--- src/pss_pkg.sv ---
// Package for the PHY status summary register block.
// Assumes a 100 MHz ref_clk and a 5-bit management register address space.
package pss_pkg;

    // Register addresses (management address space)
    localparam logic [4:0] PSS_ADDR_BASIC_STATUS  = 5'h01;
    localparam logic [4:0] PSS_ADDR_AN_EXPANSION  = 5'h06;
    localparam logic [4:0] PSS_ADDR_SUMMARY       = 5'h10;
    localparam logic [4:0] PSS_ADDR_INT_EVENT     = 5'h12;
    localparam logic [4:0] PSS_ADDR_TENBASE_STAT  = 5'h1a;
    localparam logic [4:0] PSS_ADDR_FALSE_CARRIER = 5'h14;
    localparam logic [4:0] PSS_ADDR_RX_ERROR_CNT  = 5'h15;
    localparam logic [4:0] PSS_ADDR_IRQ_STATUS    = 5'h1c;
    localparam logic [4:0] PSS_ADDR_IRQ_MASK      = 5'h1d;

    // Field positions of the summary register
    localparam int PSS_BIT_RESERVED   = 15;
    localparam int PSS_BIT_CROSSOVER  = 14;
    localparam int PSS_BIT_RX_ERROR   = 13;
    localparam int PSS_BIT_POLARITY   = 12;
    localparam int PSS_BIT_FALSE_CARR = 11;
    localparam int PSS_BIT_SIG_DETECT = 10;
    localparam int PSS_BIT_DESCR_LOCK = 9;
    localparam int PSS_BIT_PAGE_RX    = 8;
    localparam int PSS_BIT_INT_PEND   = 7;
    localparam int PSS_BIT_REM_FAULT  = 6;

    // Interrupt status/mask layout
    localparam int PSS_IRQ_RX_ERROR   = 0;
    localparam int PSS_IRQ_FALSE_CARR = 1;
    localparam int PSS_IRQ_REM_FAULT  = 2;
    localparam int PSS_IRQ_PAGE_RX    = 3;
    localparam int PSS_IRQ_WIDTH      = 4;

    // Reset values
    localparam logic [15:0] PSS_SUMMARY_RESET = 16'h0000;
    localparam logic [3:0]  PSS_IRQ_RESET     = 4'h0;

endpackage : pss_pkg

--- src/pss_summary.sv ---
// PHY status summary register, bits 15 down to 6, with a small interrupt unit.
// The read port answers one cycle after the strobe and never stalls the master.
// Assumes all status sources are on ref_clk except the two PMD indications,
// which come from the analog side and are synchronised here.
// Assumes the counter, mirror and basic status registers live in other units;
// only their read strobes are decoded here, to clear the matching flags.
//
// Functional notes
// - Bit 15 is reserved: writes ignored, always reads zero.
// - Bit 14 shows crossover state: one swapped pairs, zero normal pairs.
// - Crossover bit follows enable/force settings; tracks detection when auto, unforced.
// - Receive-error latch sets on any error, clears on receive error counter read.
// - Polarity bit mirrors ten-base status bit 4; cleared only by that register read or reset.
// - False-carrier latch sets on any event, clears on false carrier counter read.
// - Bit 10 is 100 Mb/s signal detect, latch-low, reset zero.
// - Bit 9 is 100 Mb/s descrambler lock, latch-low, reset zero.
// - Page-received mirrors expansion bit 1; cleared by expansion read, not summary.
// - Bit 7 is set while an interrupt is pending; event register read clears.
// - Remote-fault set by partner fault, cleared by basic status read or reset.
//
// Implementation choice: the plain strobed port.
`timescale 1ns/1ns

module pss_summary
    import pss_pkg::*;
(
    // Clock and reset
    input  wire logic        ref_clk,
    input  wire logic        rst,
    // Register port
    input  wire logic [4:0]  reg_addr,
    input  wire logic [15:0] reg_wdata,
    input  wire logic        reg_write,
    input  wire logic        reg_read,
    output logic      [15:0] reg_rdata_q,
    // Crossover control and detection
    input  wire logic        auto_crossover_enable,
    input  wire logic        crossover_force,
    input  wire logic        crossover_detect_swapped,
    // Status events and levels from other units
    input  wire logic        rx_error_event,
    input  wire logic        false_carrier_event,
    input  wire logic        polarity_inverted_event,
    input  wire logic        page_received_event,
    input  wire logic        internal_int_pending,
    input  wire logic        remote_fault_event,
    // PMD indications, asynchronous
    input  wire logic        pmd_signal_detect,
    input  wire logic        pmd_descrambler_lock,
    // Interrupt output
    output logic             irq_q
);
    import pss_pkg::*;

    // Decodes a read strobe at one address
    function automatic logic rd_at(input logic [4:0] a, input logic [4:0] target,
                                   input logic rd);
        rd_at = rd && (a == target);
    endfunction : rd_at

    // Decodes a write strobe at one address
    function automatic logic wr_at(input logic [4:0] a, input logic [4:0] target,
                                   input logic wr);
        wr_at = wr && (a == target);
    endfunction : wr_at

    // Visible level of a latch-low bit: live source unless a drop is still held
    function automatic logic low_latched(input logic live, input logic low_seen);
        low_latched = live && !low_seen;
    endfunction : low_latched

    // Read decodes; each one clears the flags that mirror its register
    logic rd_summary;
    logic rd_basic;
    logic rd_expansion;
    logic rd_int_event;
    logic rd_tenbase;
    logic rd_false_carr;
    logic rd_rx_err_cnt;

    assign rd_summary    = rd_at(reg_addr, PSS_ADDR_SUMMARY, reg_read);
    assign rd_basic      = rd_at(reg_addr, PSS_ADDR_BASIC_STATUS, reg_read);
    assign rd_expansion  = rd_at(reg_addr, PSS_ADDR_AN_EXPANSION, reg_read);
    assign rd_int_event  = rd_at(reg_addr, PSS_ADDR_INT_EVENT, reg_read);
    assign rd_tenbase    = rd_at(reg_addr, PSS_ADDR_TENBASE_STAT, reg_read);
    assign rd_false_carr = rd_at(reg_addr, PSS_ADDR_FALSE_CARRIER, reg_read);
    assign rd_rx_err_cnt = rd_at(reg_addr, PSS_ADDR_RX_ERROR_CNT, reg_read);

    // Write decodes; the summary itself has none, so writes to it vanish
    logic wr_irq_stat;
    logic wr_irq_mask;
    assign wr_irq_stat = wr_at(reg_addr, PSS_ADDR_IRQ_STATUS, reg_write);
    assign wr_irq_mask = wr_at(reg_addr, PSS_ADDR_IRQ_MASK, reg_write);

    // Two-stage synchronisers for the PMD indications
    // Only the second stage is read, so a metastable first stage never spreads
    logic sd_meta_q;
    logic sd_sync_q;
    logic lock_meta_q;
    logic lock_sync_q;
    always_ff @(posedge ref_clk or posedge rst) begin
        if (rst) begin
            sd_meta_q   <= 1'b0;
            sd_sync_q   <= 1'b0;
            lock_meta_q <= 1'b0;
            lock_sync_q <= 1'b0;
        end else begin
            sd_meta_q   <= pmd_signal_detect;
            sd_sync_q   <= sd_meta_q;
            lock_meta_q <= pmd_descrambler_lock;
            lock_sync_q <= lock_meta_q;
        end
    end

    // Crossover state: forced swap, auto detection, or normal pairs
    // Registered, so the bit lags the settings by one cycle
    logic crossover_q;
    always_ff @(posedge ref_clk or posedge rst) begin
        if (rst) begin
            crossover_q <= 1'b0;
        end else if (crossover_force) begin
            crossover_q <= 1'b1;
        end else if (auto_crossover_enable) begin
            crossover_q <= crossover_detect_swapped;
        end else begin
            crossover_q <= 1'b0;
        end
    end

    // Latch-high flags; a new event wins over a clearing read
    // A read that meets a new event in one cycle must not lose that event
    logic rx_err_q;
    logic false_carr_q;
    logic polarity_q;
    logic page_rx_q;
    logic rem_fault_q;
    always_ff @(posedge ref_clk or posedge rst) begin
        if (rst) begin
            rx_err_q <= 1'b0;
        end else if (rx_error_event) begin
            rx_err_q <= 1'b1;
        end else if (rd_rx_err_cnt) begin
            rx_err_q <= 1'b0;
        end
    end

    always_ff @(posedge ref_clk or posedge rst) begin
        if (rst) begin
            false_carr_q <= 1'b0;
        end else if (false_carrier_event) begin
            false_carr_q <= 1'b1;
        end else if (rd_false_carr) begin
            false_carr_q <= 1'b0;
        end
    end

    always_ff @(posedge ref_clk or posedge rst) begin
        if (rst) begin
            polarity_q <= 1'b0;
        end else if (polarity_inverted_event) begin
            polarity_q <= 1'b1;
        end else if (rd_tenbase) begin
            polarity_q <= 1'b0;
        end
    end

    always_ff @(posedge ref_clk or posedge rst) begin
        if (rst) begin
            page_rx_q <= 1'b0;
        end else if (page_received_event) begin
            page_rx_q <= 1'b1;
        end else if (rd_expansion) begin
            page_rx_q <= 1'b0;
        end
    end

    always_ff @(posedge ref_clk or posedge rst) begin
        if (rst) begin
            rem_fault_q <= 1'b0;
        end else if (remote_fault_event) begin
            rem_fault_q <= 1'b1;
        end else if (rd_basic) begin
            rem_fault_q <= 1'b0;
        end
    end

    // Interrupt pending: set by source, cleared by event register read
    // A source still pending at the clearing read sets the bit again
    logic int_pend_q;
    always_ff @(posedge ref_clk or posedge rst) begin
        if (rst) begin
            int_pend_q <= 1'b0;
        end else if (internal_int_pending) begin
            int_pend_q <= 1'b1;
        end else if (rd_int_event) begin
            int_pend_q <= 1'b0;
        end
    end

    // Latch-low PMD bits: a drop holds zero until a summary read
    // Cleared only while the source is high, so a read during a drop keeps zero
    logic sd_low_seen_q;
    logic lock_low_seen_q;
    always_ff @(posedge ref_clk or posedge rst) begin
        if (rst) begin
            sd_low_seen_q <= 1'b0;
        end else if (!sd_sync_q) begin
            sd_low_seen_q <= 1'b1;
        end else if (rd_summary) begin
            sd_low_seen_q <= 1'b0;
        end
    end

    always_ff @(posedge ref_clk or posedge rst) begin
        if (rst) begin
            lock_low_seen_q <= 1'b0;
        end else if (!lock_sync_q) begin
            lock_low_seen_q <= 1'b1;
        end else if (rd_summary) begin
            lock_low_seen_q <= 1'b0;
        end
    end

    // Summary word; low six bits belong to other units and read zero here
    // Bit 15 is forced low here, whatever a write carried
    logic [15:0] summary;
    always_comb begin
        summary                     = PSS_SUMMARY_RESET;
        summary[PSS_BIT_RESERVED]   = 1'b0;
        summary[PSS_BIT_CROSSOVER]  = crossover_q;
        summary[PSS_BIT_RX_ERROR]   = rx_err_q;
        summary[PSS_BIT_POLARITY]   = polarity_q;
        summary[PSS_BIT_FALSE_CARR] = false_carr_q;
        summary[PSS_BIT_SIG_DETECT] = low_latched(sd_sync_q, sd_low_seen_q);
        summary[PSS_BIT_DESCR_LOCK] = low_latched(lock_sync_q, lock_low_seen_q);
        summary[PSS_BIT_PAGE_RX]    = page_rx_q;
        summary[PSS_BIT_INT_PEND]   = int_pend_q;
        summary[PSS_BIT_REM_FAULT]  = rem_fault_q;
    end

    // Interrupt status (write one to clear) and mask
    logic [PSS_IRQ_WIDTH-1:0] irq_stat_q;
    logic [PSS_IRQ_WIDTH-1:0] irq_mask_q;
    logic [PSS_IRQ_WIDTH-1:0] irq_stat_d;
    logic [PSS_IRQ_WIDTH-1:0] irq_mask_d;
    logic [PSS_IRQ_WIDTH-1:0] irq_events;
    logic [PSS_IRQ_WIDTH-1:0] irq_clear;
    always_comb begin
        irq_events                     = '0;
        irq_events[PSS_IRQ_RX_ERROR]   = rx_error_event;
        irq_events[PSS_IRQ_FALSE_CARR] = false_carrier_event;
        irq_events[PSS_IRQ_REM_FAULT]  = remote_fault_event;
        irq_events[PSS_IRQ_PAGE_RX]    = page_received_event;
        irq_clear  = wr_irq_stat ? reg_wdata[PSS_IRQ_WIDTH-1:0] : '0;
        irq_stat_d = (irq_stat_q & ~irq_clear) | irq_events;        // Set wins
        irq_mask_d = wr_irq_mask ? reg_wdata[PSS_IRQ_WIDTH-1:0] : irq_mask_q;
    end

    always_ff @(posedge ref_clk or posedge rst) begin
        if (rst) begin
            irq_stat_q <= PSS_IRQ_RESET;
        end else begin
            irq_stat_q <= irq_stat_d;
        end
    end

    always_ff @(posedge ref_clk or posedge rst) begin
        if (rst) begin
            irq_mask_q <= PSS_IRQ_RESET;
        end else begin
            irq_mask_q <= irq_mask_d;
        end
    end

    // Interrupt level output
    // Computed from next values so the level never lags the status or mask
    always_ff @(posedge ref_clk or posedge rst) begin
        if (rst) begin
            irq_q <= 1'b0;
        end else begin
            irq_q <= |(irq_stat_d & irq_mask_d);
        end
    end

    // Read data, one cycle after the strobe, zero otherwise
    // Zero between answers, so a stale word is never taken for an answer
    always_ff @(posedge ref_clk or posedge rst) begin
        if (rst) begin
            reg_rdata_q <= 16'h0000;
        end else if (reg_read) begin
            case (reg_addr)
                PSS_ADDR_SUMMARY:    reg_rdata_q <= summary;
                PSS_ADDR_IRQ_STATUS: reg_rdata_q <= {12'h000, irq_stat_q};
                PSS_ADDR_IRQ_MASK:   reg_rdata_q <= {12'h000, irq_mask_q};
                PSS_ADDR_RX_ERROR_CNT, PSS_ADDR_FALSE_CARRIER, PSS_ADDR_TENBASE_STAT,
                PSS_ADDR_AN_EXPANSION, PSS_ADDR_INT_EVENT, PSS_ADDR_BASIC_STATUS:
                                     reg_rdata_q <= 16'h0000;  // Clear-only strobes
                default:             reg_rdata_q <= 16'h0000;
            endcase
        end else begin
            reg_rdata_q <= 16'h0000;
        end
    end

endmodule : pss_summary

--- config.mk ---
export PLATFORM = sky130hd
export DESIGN_NAME = pss_summary
export DESIGN_NICKNAME = d
export VERILOG_FILES = /design/src/pss_pkg.sv /design/src/pss_summary.sv
export SDC_FILE = /design/constraint.sdc
export NUM_CORES = 1
export LEC_CHECK = 0
export BUFFER_PORTS_ARGS = -buffer_cell sky130_fd_sc_hd__buf_2
export CORE_MARGIN = 2
export CORE_UTILIZATION = 43
export CTS_CLUSTER_SIZE = 28
export DETAILED_ROUTE_END_ITERATION = 12
export PLACE_DENSITY = 0.72
export SYNTH_ARGS = -nofsm -noshare
export SYNTH_HDL_FRONTEND = slang
export SYNTH_SLANG_ARGS = --single-unit
--- constraint.sdc ---
create_clock -name ref_clk -period 1.2 [get_ports ref_clk]
set_input_delay 0.12 -clock ref_clk [delete_from_list [all_inputs] [get_ports ref_clk]]
set_output_delay 0.12 -clock ref_clk [all_outputs]
set_load 0.1 [all_outputs]
==> key figures <==
Placement
  • Routability cong.: 0.909
  • Post-DP HPWL: 2.26 mm
  • Number of cells after detailed placement: 216
  • PortBufs: 37

Logic synthesis
  • Top FF cell, synth: dfrtp_1
  • Top cells by count, synth: dfrtp_1 (35), nand2_1 (24), and3_1 (7), nand3_1 (6), nor2_1 (6)
  • Ranking of synthesized cells by area: dfrtp_1 (62%), nand2_1 (6.4%), and3_1 (3.1%), mux2i_1 (2.8%), a21o_1 (2.7%)
  • Synth Instances: 124
  • #FFs+latches synth: 35
  • Asr flop ratio synth: 100%
  • Post-Synthesis Mean Instance Area: 11.3 sq um
  • Sequential fraction of the synthesis area: 62.3%
  • Yosys top cell area share: 62.3%
  • Post-synthesis cell type count: 25
  • Number of enable flip-flop cells after synthesis: 0
  • Synth Cell Area: 1410 sq um
  • Leading area contributor after synthesis: dfrtp_1
  • Most frequent cell after synthesis: dfrtp_1
  • Ys Warns: 0

Hold path
  • Hold path cells: 3
  • Hold path endpoint: irq_stat_q[2]$_DFF_PP0_
  • Worst Min Path Start: remote_fault_event
  • Hold crit path type: in2reg

Worst setup path
  • Worst R2R Start: irq_stat_q[2]$_DFF_PP0_
  • Crit end category: register
  • Worst Path Required: 1.41 ns
  • CP max FO: 2
  • Data arrival time of the worst path: 1.49 ns
  • R2R setup slack: -0.09 ns
  • CP top delay family: simple AND/OR/NAND/NOR gates
  • Crit-path slowest cell: or4_1
  • Buf/Inv on CP: 0
  • CP Class: reg2reg
  • FF-to-FF path depth: 3
  • CP max stage delay: 0.54 ns
  • Worst-path cell chain: o31ai_2 > a22oi_1 > or4_1
  • R2R Path End: irq_q$_DFF_PP0_
  • Critical Path Start Type: register

Route
  • DRC: 0
  • Via count: 1168
  • Vias per cell: 4.95
  • Wirelength per Cell: 13.3 um
  • Antenna-violating nets left: 0
  • Pre-Repair DR Iteration Count: 4
  • DR iter-0 viols: 43
  • WL final: 3.14 mm

Finish
  • Antenna diode instance count: 0
  • Layout Nets: 227
  • Fill count: 255
  • Synthesis-to-layout area growth: 41.6%
  • Layout Cells excl Fill: 236
  • Share of layout cells above drive strength 1: 35.4%

Pwr
  • Comb power frac: 18.5%
  • Reg power frac: 48.9%
  • P_sw: 0.727 mW
  • Leakage: 1.03 nW
  • Int Pwr: 1.84 mW
  • Switching Fraction: 28.3%
  • Clock Power Share: 32.6%
  • Tot Pwr: 2.57 mW
  • Power Density: 1290 nW/um^2
  • Peak supply drop: 0.719 mV

Clocking
  • Clock latency on the worst-skew pair: 0.34 ns
  • TritonCTS Sinks: 35
  • CTS root buf: clkbuf_4
  • Maximum clock path buffer count: 2
  • CTS tree: done
  • Num CTS Buffers: 5
  • H-Tree Level Count: 2
  • Clk slew on worst S/H paths: 0.10 ns
  • Setup bufs post-CTS: 0

GRT
  • First-pass GRT wire length: 5.22 mm
  • Met1 usage: 24.1%
  • Number of global-route vias before repair: 1162
  • Grt ovf: 0
  • Pin count of the biggest net entering global routing: 36
  • Grt peak-use layer: met2
  • GRT met2 Usage: 31.5%
  • Overall Global Routing Usage: 19.5%
  • Initial antenna violation count: 0
  • GR met3 Demand/Resource: 5.88%

Floorplanning
  • Die ar.: 3740 sq um
  • Die Width: 61.2 um
  • Cell Rows: 20
  • Core Area: 3080 sq um
  • # IOs: 53
  • Initial core utilization: 45.7%
  • Die height: 61.2 um

Status
  • Outcome: finished, violations left
  • Failing checks: setup timing

STA
  • Final hold slack: 0.0175 ns
  • Setup violators final: 1
  • Setup Skew: 0.0128 ns
  • Hold Fails Final Rpt: 0
  • Tcrit/Tclk final: 107%
  • Fmax: 778 MHz
  • Slew Viols, Final: 0
  • RSZ-0062 raised after global routing: true
  • Final worst slack: -0.0856 ns
  • Min Tclk post-route: 1.29 ns

Run
  • Max Cap Violations: 0
layout make-up:
class                   count  area, sq um  area share [%]
well taps                  44         55.1            2.76
multi-input cells          80          495            24.9
clock inverters             3         43.8            2.20
inverters                   5         18.8           0.942
clock buffers               5         37.5            1.88
flip-flops and latches     35          876            44.0
repair buffers             64          465            23.4
sequential cells by signal, indices dropped and copies added (netlist names):
name,flops
polarity_q,1
irq_stat_q,4
sd_meta_q,1
rem_fault_q,1
int_pend_q,1
lock_meta_q,1
irq_mask_q,4
false_carr_q,1
reg_rdata_q,13
crossover_q,1
page_rx_q,1
sd_sync_q,1
rx_err_q,1
lock_sync_q,1
sd_low_seen_q,1
irq_q,1
lock_low_seen_q,1
placed cells by master (no fill, tap or decap), types with 3 or more instances in the layout:
cell type and n:
dlygate4sd3_1 12, nand3_1 6, inv_1 5, a21o_1 5, o31ai_2 4, buf_4 28
nand2_1 24, and3_1 7, dfrtp_1 35, a22oi_1 4, conb_1 3, mux2i_1 4
clkbuf_4 5, nor2_1 6, buf_2 23
cell families (layout without fill, tap and decap cells):
| family | after synthesis | in the layout | share of synthesized area, % |
|---|---|---|---|
| buffers and inverters | 11 | 77 | 4.00 |
| muxes | 4 | 4 | 2.85 |
| other | 1 | 3 | 0.267 |
| and+or+nand+nor | 56 | 56 | 21.5 |
| DFF | 35 | 35 | 62.3 |
| AOI/OAI and AO/OA | 17 | 17 | 9.07 |
power groups by stage:
| stage | sequential, mW | clock, mW | combinational (mW) |
|---|---|---|---|
| after floorplan | 1.38 | 0 | 0.175 |
| after global placement | 1.28 | 0 | 0.413 |
| after detailed placement | 1.28 | 0 | 0.431 |
| after CTS | 1.25 | 0.864 | 0.468 |
| after global routing | 1.26 | 0.927 | 0.505 |
| final | 1.26 | 0.837 | 0.474 |
worst min-delay path, stage by stage:
cell and delay, ns:
buf_2 0.07, inv_1 0.06, nand2_1 0.06
worst max-delay path by stage:
stage                      endpoint                    start  slack (ns)  cells after the start
floorplan           irq_q$_DFF_PP0_              reg_addr[1]       -0.09                      4
global placement    irq_q$_DFF_PP0_              reg_addr[1]       -0.25                      5
detailed placement  irq_q$_DFF_PP0_              reg_addr[1]       -0.36                      5
CTS                 irq_q$_DFF_PP0_  irq_stat_q[2]$_DFF_PP0_       -0.08                      3
global route        irq_q$_DFF_PP0_  irq_stat_q[1]$_DFF_PP0_       -0.13                      3
finish              irq_q$_DFF_PP0_  irq_stat_q[2]$_DFF_PP0_       -0.09                      3
timing repair:
action,CTS,global route
resized for setup,14,2
hold endpoints to repair,45,1
setup endpoints to repair,14,1
hold buffers,11,1
per-layer routing:
metal | up-vias | part of all wire, % | routed length, um
li1 | 558 | - | -
met1 | 560 | 41 | 1300
met2 | 43 | 50 | 1570
met3 | 7 | 6.4 | 202
met4 | 0 | 2.2 | 68
met5 | - | 0 | 0
metrics by stage:
stage	util [%]	TNS [ns]	area, sq um	setup slack, ns
after floorplan	-	-0.0901	1420	-0.0901
after global routing	64.7	-0.129	1990	-0.129
final	64.7	-0.0856	1990	-0.0856
after global placement	57.0	-0.363	1750	-0.247
after CTS	64.3	-0.0809	1980	-0.0809
after detailed placement	57.0	-0.489	1750	-0.356
Power figures use the tool's default switching activity.
